`config.mk`:
```
export PLATFORM = sky130hd
export DESIGN_NAME = eii_top
export DESIGN_NICKNAME = d
export VERILOG_FILES = /design/src/core/eii_top.v /design/src/core/eii_filter.v
export VERILOG_INCLUDE_DIRS = /design/src /design/src/core
export SDC_FILE = /design/constraint.sdc
export NUM_CORES = 1
export LEC_CHECK = 0
export CORE_UTILIZATION = 53
export CTS_BUF_LIST = sky130_fd_sc_hd__clkbuf_4
export DETAILED_ROUTE_END_ITERATION = 6
export DONT_BUFFER_PORTS = 1
export MAX_ROUTING_LAYER = met4
export PLACE_DENSITY = 0.69
export RECOVER_POWER = 25
export SLEW_MARGIN = 0
export SYNTH_ARGS = -nofsm -noshare
export SYNTH_HDL_FRONTEND = slang
export SYNTH_SLANG_ARGS = --single-unit
```
`constraint.sdc`:
```
create_clock -name clk -period 8.75 [get_ports clk]
set_input_delay 1.75 -clock clk [delete_from_list [all_inputs] [get_ports clk]]
set_output_delay 1.75 -clock clk [all_outputs]
set_load 0.05 [all_outputs]
```
`src/core/eii_map.vh`:
```
/*
 * Constants for the external interrupt input block: register indices,
 * control fields, enable positions, filter counts and fetch ranges.
 * Assumes one clock of period 1/high_freq_clock feeding the block.
 */
`ifndef EII_MAP_VH
`define EII_MAP_VH
// Register indices; byte address is four times the index
`define EII_IDX_CTRL     8'h37
`define EII_IDX_LATCH    8'h38
`define EII_IDX_ENABLE   8'h39
`define EII_IDX_STATUS   8'h3a
// Control register fields
`define EII_CTRL_PINSEL  6
`define EII_CTRL_DES     4
`define EII_CTRL_BES     2
`define EII_CTRL_WMASK   8'h7d
`define EII_CTRL_RESET   8'h00
// Master and individual enable positions in the enable register
`define EII_EN_MASTER    0
`define EII_EN_A         3
`define EII_EN_B         7
`define EII_EN_C         11
`define EII_EN_D         12
`define EII_EN_E         15
// Filter limits in high_freq_clock periods
`define EII_AE_REJECT_CYC 2
`define EII_AE_ACCEPT_CYC 7
`define EII_BD_REJECT_CYC 7
`define EII_BD_ACCEPT_CYC 25
// Fetch map, 20-bit addresses
`define EII_RAM_LO       20'h00040
`define EII_RAM_HI       20'h0063f
`define EII_REGS_LO      20'h00000
`define EII_REGS_HI      20'h0003f
`define EII_DBUF_LO      20'h00f80
`define EII_DBUF_HI      20'h00fff
`define EII_ROM_LO       20'hf0000
`define EII_TRAP_OP      8'hff
`define EII_RESP_OK      2'b00
`define EII_RESP_ERR     2'b10
`endif

```
`src/core/eii_top.v`:
```
/*
 * External interrupt input front end with AXI4-Lite registers,
 * edge detection, noise filters, latches and fetch address checks.
 * Assumes pins are asynchronous and CPU/fetch signals share clk.
 */
// The AXI4-Lite register port is this design's own decision.
`timescale 1ns/100ps
`include "eii_map.vh"
module eii_top
(
   input  wire        clk,
   input  wire        rst_b,
   input  wire        s_axi_awvalid,
   output wire        s_axi_awready,
   input  wire [31:0] s_axi_awaddr,
   input  wire        s_axi_wvalid,
   output wire        s_axi_wready,
   input  wire [31:0] s_axi_wdata,
   input  wire [3:0]  s_axi_wstrb,
   output reg         s_axi_bvalid,
   input  wire        s_axi_bready,
   output reg  [1:0]  s_axi_bresp,
   input  wire        s_axi_arvalid,
   output wire        s_axi_arready,
   input  wire [31:0] s_axi_araddr,
   output reg         s_axi_rvalid,
   input  wire        s_axi_rready,
   output reg  [31:0] s_axi_rdata,
   output reg  [1:0]  s_axi_rresp,
   input  wire        ext_irq_a,
   input  wire        ext_irq_b,
   input  wire        ext_irq_d,
   input  wire        ext_irq_e,
   input  wire        remote_rx_input,
   input  wire [1:0]  remote_edge_sel,
   input  wire        instr_last,
   input  wire [4:0]  irq_ack,
   input  wire        fetch_valid,
   input  wire [19:0] fetch_addr,
   output reg  [4:0]  irq_pending_r,
   output reg         port5_bit0_in_r,
   output reg         timer1_input_r,
   output reg         fetch_nonexist_r,
   output reg  [7:0]  fetch_opcode_r,
   output reg         trap_reset_r
);
   reg         rst_m_r;
   reg         rst_sync_b;
   reg  [3:0]  pin_m_r;
   reg  [3:0]  pin_s_r;
   wire        filt_a;
   wire        filt_b;
   wire        filt_d;
   wire        filt_e;
   wire [4:0]  lvl;
   reg  [4:0]  lvl_prev_r;
   reg  [7:0]  ctrl_r;
   reg  [7:0]  ctrl_prev_r;
   reg  [1:0]  rc_sel_prev_r;
   reg  [4:0]  latch_r;
   reg  [4:0]  latch_nxt;
   reg  [15:0] enable_r;
   reg  [4:0]  edge_hit;
   wire [4:0]  rise;
   wire [4:0]  fall;
   wire [4:0]  ind_en;
   wire [4:0]  gate_en;
   wire        wr_go;
   wire [7:0]  wr_idx;
   wire [7:0]  rd_idx;
   wire        wr_map;
   wire        rd_map;
   wire        in_ram;
   wire        in_regs;
   wire        in_dbuf;
   wire        in_rom;

   // Reset release through two flip-flops
   always @(posedge clk or negedge rst_b)
   begin
      if (!rst_b)
      begin
         rst_m_r    <= 1'b0;
         rst_sync_b <= 1'b0;
      end
      else
      begin
         rst_m_r    <= 1'b1;
         rst_sync_b <= rst_m_r;
      end
   end

   // Two-stage pin synchronisers, order a b d e
   always @(posedge clk or negedge rst_sync_b)
   begin
      if (!rst_sync_b)
      begin
         pin_m_r <= 4'hf;
         pin_s_r <= 4'hf;
      end
      else
      begin
         pin_m_r <= {ext_irq_e, ext_irq_d, ext_irq_b, ext_irq_a};
         pin_s_r <= pin_m_r;
      end
   end

   eii_filter #(.COUNT(`EII_AE_REJECT_CYC)) u_filt_a
   (
      .clk        (clk),
      .rst_sync_b (rst_sync_b),
      .level_in   (pin_s_r[0]),
      .level_r    (filt_a)
   );

   eii_filter #(.COUNT(`EII_BD_REJECT_CYC)) u_filt_b
   (
      .clk        (clk),
      .rst_sync_b (rst_sync_b),
      .level_in   (pin_s_r[1]),
      .level_r    (filt_b)
   );

   eii_filter #(.COUNT(`EII_BD_REJECT_CYC)) u_filt_d
   (
      .clk        (clk),
      .rst_sync_b (rst_sync_b),
      .level_in   (pin_s_r[2]),
      .level_r    (filt_d)
   );

   eii_filter #(.COUNT(`EII_AE_REJECT_CYC)) u_filt_e
   (
      .clk        (clk),
      .rst_sync_b (rst_sync_b),
      .level_in   (pin_s_r[3]),
      .level_r    (filt_e)
   );

   // input c arrives filtered from remote block
   assign lvl  = {filt_e, filt_d, remote_rx_input, filt_b, filt_a};
   assign rise = lvl & ~lvl_prev_r;
   assign fall = ~lvl & lvl_prev_r;

   always @*
   begin
      edge_hit[0] = fall[0];
      edge_hit[1] = ctrl_r[`EII_CTRL_BES] ? fall[1] : rise[1];
      edge_hit[2] = (remote_edge_sel[0] & rise[2]) | (remote_edge_sel[1] & fall[2]);
      edge_hit[3] = ctrl_r[`EII_CTRL_DES] ? fall[3] : rise[3];
      edge_hit[4] = fall[4];
      if (ctrl_r[`EII_CTRL_BES] != ctrl_prev_r[`EII_CTRL_BES])
         edge_hit[1] = 1'b0;
      if (ctrl_r[`EII_CTRL_DES] != ctrl_prev_r[`EII_CTRL_DES])
         edge_hit[3] = 1'b0;
      if (remote_edge_sel != rc_sel_prev_r)
         edge_hit[2] = 1'b0;
      // port mode blocks pin a latch
      if (!ctrl_r[`EII_CTRL_PINSEL])
         edge_hit[0] = 1'b0;
   end

   // Register bus decode
   assign wr_go  = s_axi_awvalid & s_axi_wvalid & ~s_axi_bvalid;
   assign s_axi_awready = wr_go;
   assign s_axi_wready  = wr_go;
   assign s_axi_arready = ~s_axi_rvalid;
   assign wr_idx = s_axi_awaddr[9:2];
   assign rd_idx = s_axi_araddr[9:2];
   assign wr_map = (s_axi_awaddr[31:10] == 22'h000000) &&
                   ((wr_idx == `EII_IDX_CTRL) || (wr_idx == `EII_IDX_LATCH) ||
                    (wr_idx == `EII_IDX_ENABLE));
   assign rd_map = (s_axi_araddr[31:10] == 22'h000000) &&
                   ((rd_idx == `EII_IDX_CTRL) || (rd_idx == `EII_IDX_LATCH) ||
                    (rd_idx == `EII_IDX_ENABLE) || (rd_idx == `EII_IDX_STATUS));

   // latch held until ack, load or reset
   always @*
   begin
      latch_nxt = latch_r & ~irq_ack;
      if (wr_go && wr_map && (wr_idx == `EII_IDX_LATCH) && s_axi_wstrb[0])
         latch_nxt = s_axi_wdata[4:0];
      // Edge set wins over clear
      latch_nxt = latch_nxt | edge_hit;
   end

   // Write side and control state
   always @(posedge clk or negedge rst_sync_b)
   begin
      if (!rst_sync_b)
      begin
         // pin a starts as port input
         ctrl_r        <= `EII_CTRL_RESET;
         ctrl_prev_r   <= `EII_CTRL_RESET;
         rc_sel_prev_r <= 2'b00;
         enable_r      <= 16'h0000;
         latch_r       <= 5'h00;
         lvl_prev_r    <= 5'h1f;
         s_axi_bvalid  <= 1'b0;
         s_axi_bresp   <= `EII_RESP_OK;
      end
      else
      begin
         ctrl_prev_r   <= ctrl_r;
         rc_sel_prev_r <= remote_edge_sel;
         lvl_prev_r    <= lvl;
         latch_r       <= latch_nxt;
         if (wr_go)
         begin
            s_axi_bvalid <= 1'b1;
            s_axi_bresp  <= wr_map ? `EII_RESP_OK : `EII_RESP_ERR;
            if (wr_map && (wr_idx == `EII_IDX_CTRL) && s_axi_wstrb[0])
               ctrl_r <= s_axi_wdata[7:0] & `EII_CTRL_WMASK;
            if (wr_map && (wr_idx == `EII_IDX_ENABLE))
            begin
               if (s_axi_wstrb[0])
                  enable_r[7:0] <= s_axi_wdata[7:0];
               if (s_axi_wstrb[1])
                  enable_r[15:8] <= s_axi_wdata[15:8];
            end
         end
         else if (s_axi_bready)
            s_axi_bvalid <= 1'b0;
      end
   end

   // Read side; control register is write-only
   always @(posedge clk or negedge rst_sync_b)
   begin
      if (!rst_sync_b)
      begin
         s_axi_rvalid <= 1'b0;
         s_axi_rdata  <= 32'h00000000;
         s_axi_rresp  <= `EII_RESP_OK;
      end
      else if (s_axi_arvalid && !s_axi_rvalid)
      begin
         s_axi_rvalid <= 1'b1;
         s_axi_rresp  <= rd_map ? `EII_RESP_OK : `EII_RESP_ERR;
         if (rd_idx == `EII_IDX_LATCH)
            s_axi_rdata <= {27'h0000000, latch_r};
         else if (rd_idx == `EII_IDX_ENABLE)
            s_axi_rdata <= {16'h0000, enable_r};
         else if (rd_idx == `EII_IDX_STATUS)
            s_axi_rdata <= {27'h0000000, lvl};
         else
            s_axi_rdata <= 32'h00000000;
      end
      else if (s_axi_rready)
         s_axi_rvalid <= 1'b0;
   end

   assign ind_en  = {enable_r[`EII_EN_E], enable_r[`EII_EN_D], enable_r[`EII_EN_C],
                     enable_r[`EII_EN_B], enable_r[`EII_EN_A]};
   assign gate_en = ind_en & {4'hf, ctrl_r[`EII_CTRL_PINSEL]} &
                    {5{enable_r[`EII_EN_MASTER]}};

   // sample requests in last instruction cycle
   always @(posedge clk or negedge rst_sync_b)
   begin
      if (!rst_sync_b)
         irq_pending_r <= 5'h00;
      else if (instr_last)
         irq_pending_r <= latch_nxt & gate_en;
      else
         irq_pending_r <= irq_pending_r & ~irq_ack;
   end

   // filtered pin b to timer, pin a to port
   always @(posedge clk or negedge rst_sync_b)
   begin
      if (!rst_sync_b)
      begin
         timer1_input_r  <= 1'b1;
         port5_bit0_in_r <= 1'b1;
      end
      else
      begin
         timer1_input_r  <= filt_b;
         // port value only in port mode
         port5_bit0_in_r <= ctrl_r[`EII_CTRL_PINSEL] ? 1'b1 : pin_s_r[0];
      end
   end

   // Fetch address classification
   assign in_ram = (fetch_addr >= `EII_RAM_LO) && (fetch_addr <= `EII_RAM_HI);
   assign in_regs = (fetch_addr <= `EII_REGS_HI);
   assign in_dbuf = (fetch_addr >= `EII_DBUF_LO) && (fetch_addr <= `EII_DBUF_HI);
   assign in_rom = (fetch_addr >= `EII_ROM_LO);

   // Fetch checks, one cycle after request
   always @(posedge clk or negedge rst_sync_b)
   begin
      if (!rst_sync_b)
      begin
         fetch_nonexist_r <= 1'b0;
         fetch_opcode_r   <= 8'h00;
         trap_reset_r     <= 1'b0;
      end
      else
      begin
         // missing memory reads as trap opcode
         fetch_nonexist_r <= fetch_valid & ~(in_ram | in_regs | in_dbuf | in_rom);
         fetch_opcode_r   <= `EII_TRAP_OP;
         trap_reset_r     <= fetch_valid & (in_ram | in_regs | in_dbuf);
      end
   end
endmodule

```
`src/core/eii_filter.v`:
```
/*
 * Digital noise filter for one synchronised interrupt pin.
 * Assumes the input already passed two flip-flops on clk.
 */
`timescale 1ns/100ps
module eii_filter
#(
   parameter COUNT = 2
)
(
   input  wire clk,
   input  wire rst_sync_b,
   input  wire level_in,
   output reg  level_r
);
   // Last count value before the output flips
   localparam integer LAST = COUNT - 1;

   reg [7:0] run_r;
   wire      differs;

   assign differs = (level_in != level_r);

   // Output follows only after COUNT steady differing samples
   always @(posedge clk or negedge rst_sync_b)
   begin
      if (!rst_sync_b)
      begin
         run_r   <= 8'h00;
         level_r <= 1'b1;
      end
      else if (!differs)
         run_r <= 8'h00;
      else if ({24'h000000, run_r} == LAST)
      begin
         run_r   <= 8'h00;
         level_r <= level_in;
      end
      else
         run_r <= run_r + 8'h01;
   end
endmodule

```
==> flow_summary.yaml <==
floorplan:
  dieArea_mm2: 0.00968
  die_w_um: 98.4
  num_io_pins: 199
  core_mm2: 0.00885
  rows: 34
  initial_utilization_pct: 55.6
  die_y_um: 98.4
synth:
  yosysWarnings: 0
  netlist_instances: 441
  yosysSeqAreaShare_pct: 55.3
  ys_ff_latch: 108
  netlist_area_mm2: 0.00492
  avgSynthCellArea_um2: 11.2
  yosysUniqueCellTypes: 52
sta:
  max-slew-margin-rel_pct: 6.20
  hold_violations: 0
  final.setup.tns_ns: 0
  finClkSkew_ns: 0.0178
  final_max_slew_viol_count: 0
  worstMarginPinSlew_ns: 1.41
  fmax_mhz: 246
  finalCriticalPeriod_ns: 4.06
  setup_viol: 0
  fin_crit_sh_pct: 46.4
  rsz0062_at_grt: "false"
final_layout:
  n_antenna_cell: 0
  flow.area_growth_from_synthesis_pct: 2.44
  layout_common_cells: "dfrtp_1, nand2_1, nor2_1"
  finalNetCount: 585
  final_common_cell: "dfrtp_1"
  layout.cells.non_filler: 549
  drive_above_1_share_pct: 15.2
cts:
  cts_buffers: 9
  cts_resized: 0
  cts-root-buf: "clkbuf_4"
  postCtsHoldBufs: 0
  clkLatencyLatePin_ns: 0.45
  path_clk_slew_ns: 0.14
  clkSinkCount: 108
  h-tree-depth: 3
  cts_buffer_depth: 2
  cts_tree: "yes"
  cts_setup_buffers: 0
worst_setup_path:
  required_ns: 7.00
  crit_path_end_kind: "output port"
  cpPeakStageDelay_ns: 0.56
  path_cells: "and3b_2"
  start_kind: "input pin"
  path_buf_inv: 0
  path_max_fanout: 5
  crit_family: "simple AND/OR/NAND/NOR gates"
  path_class: "input pin to output port"
  worst_ep_arrival_time_ns: 2.31
  cp_slowest_cell: "and3b_2"
routing:
  wirelength_um: 9880
  viasPerCell: 5.74
  drc_errors: 16
  drt_iter0_markers: 197
  wl_per_cell_um: 18.0
  ant_nets: 0
  drt-pass1-iter-count: 7
  routed-via-count: 3149
power_and_ir_drop:
  static-leakage-power_nw: 2.26
  p_total_w: 0.00104
  power_density_mw_per_mm2: 207
  ir_drop_v: 0.0000923
place:
  routabilityCongestion: 0.865
  dp_cells: 533
  port_buffers: 0
  dpl.hpwl_um: 7430
run_status:
  violations: "DRC"
  status: "finished with violations"
global_route:
  grtUsageTotal_pct: 22.3
  grt_pass1_vias: 3226
  antenna_found_initial: 0
  grt_overflow_total: 0
  grt_max_degree: 73
  grt_pass1_wl_um: 15800
job:
  maxCapViolations: 0
hold_path:
  hold_class: "flip-flop to flip-flop"
cell usage after synthesis (all sizes together):
cell / instances / area [µm²]
o21ai: 22 / 110
o2111ai: 1 / 8.76
and3b: 1 / 10.0
a21oi: 3 / 15.0
and4: 3 / 31.3
nand3b: 2 / 15.0
nand2b: 3 / 18.8
a211o: 1 / 8.76
a2bb2oi: 2 / 17.5
buf: 29 / 230
mux2: 24 / 300
or4: 3 / 30.0
or2: 1 / 6.26
nor4b: 6 / 52.6
dfstp: 18 / 473
and2: 1 / 8.76
nor3: 4 / 20.0
nor4bb: 2 / 20.0
a22oi: 5 / 37.5
a41oi: 1 / 8.76
mux2i: 1 / 10.0
a41o: 2 / 20.0
a31oi: 5 / 31.3
nor4: 11 / 83.8
nand2: 47 / 176
o311ai: 4 / 35.0
nor2: 43 / 161
conb: 2 / 7.51
and3: 7 / 46.3
nor3b: 5 / 42.5
nand3: 19 / 95.1
inv: 14 / 52.6
a311oi: 1 / 8.76
xor2: 19 / 166
ha: 8 / 100
nand4b: 2 / 17.5
nor2b: 4 / 25.0
dfrtp: 90 / 2250
a21o: 2 / 15.0
xnor2: 10 / 87.6
nand4: 7 / 43.8
clkbuf: 6 / 22.5
final timing paths:
| kind | start | end | slack (ns) | cells past startpoint |
|---|---|---|---|---|
| worst max-delay path | s_axi_wvalid | s_axi_awready | 4.69 | 1 |
| worst min-delay path | pin_m_r[1] | pin_s_r[1] | 0.37 | 0 |
| worst max register to register | s_axi_bvalid | enable_r[0] | 6.00 | 5 |
| worst min register to register | pin_m_r[1] | pin_s_r[1] | 0.37 | 0 |
| max in group asynchronous | rst_sync_b | ctrl_prev_r[2] | 6.54 | 1 |
| min in group asynchronous | rst_sync_b | trap_reset_r | 0.60 | 0 |
metal layers:
metal	global-route usage, %	up-vias	wire length [µm]
li1	-	1476	-
met4	6.54	0	144
met5	-	-	0
met3	7.87	10	844
met2	37.9	149	5030
met1	24.7	1514	3860
stage by stage:
stage                     hold slack (ns)  util, %  instance area, µm²  setup slack [ns]
after global placement              0.299     55.2                4890              4.69
final                               0.366     57.0                5040              4.69
after CTS                           0.312     57.0                5050              4.69
after detailed placement            0.296     55.2                4890              4.69
after floorplan                     0.331        -                4990              4.62
after global routing                0.370     57.0                5040              4.69
state kept, by name, indices dropped and copies added (netlist names), 2 cells and up:
| signal | flops |
|---|---|
| rc_sel_prev_r | 2 |
| s_axi_rdata | 16 |
| pin_s_r | 4 |
| u_filt_b.run_r | 8 |
| u_filt_a.run_r | 8 |
| ctrl_r | 3 |
| lvl_prev_r | 5 |
| enable_r | 16 |
| u_filt_d.run_r | 8 |
| irq_pending_r | 5 |
| ctrl_prev_r | 2 |
| pin_m_r | 4 |
| latch_r | 5 |
| u_filt_e.run_r | 8 |
area by class of cell:
cell class	instances	area, µm²
tap	108	135
multi-input combinational	302	1960
inverter	14	52.6
timing repair buffer	1	7.51
clock buffer	11	82.6
fill	756	3800
clock inverter	5	76.3
sequential	108	2730
report_power, final:
| group | internal (W) | total (W) | switching, W |
|---|---|---|---|
| clock | 0.000121 | 0.000275 | 0.000154 |
| combinational | 0.0000551 | 0.000152 | 0.0000973 |
| sequential | 0.000555 | 0.000616 | 0.0000606 |
cell families (layout without fill, tap and decap cells):
logic type	after synthesis	count (layout)	synth area share (%)
compound gates	49	49	6.43
xor+xnor	29	29	5.16
fa+ha+maj	8	8	2.03
buf+inv	49	31	6.20
flops	108	108	55.3
mux	25	25	6.30
other cells	2	20	0.153
simple gates	171	171	18.4
Note: power is estimated with default switching activity, not from simulation.
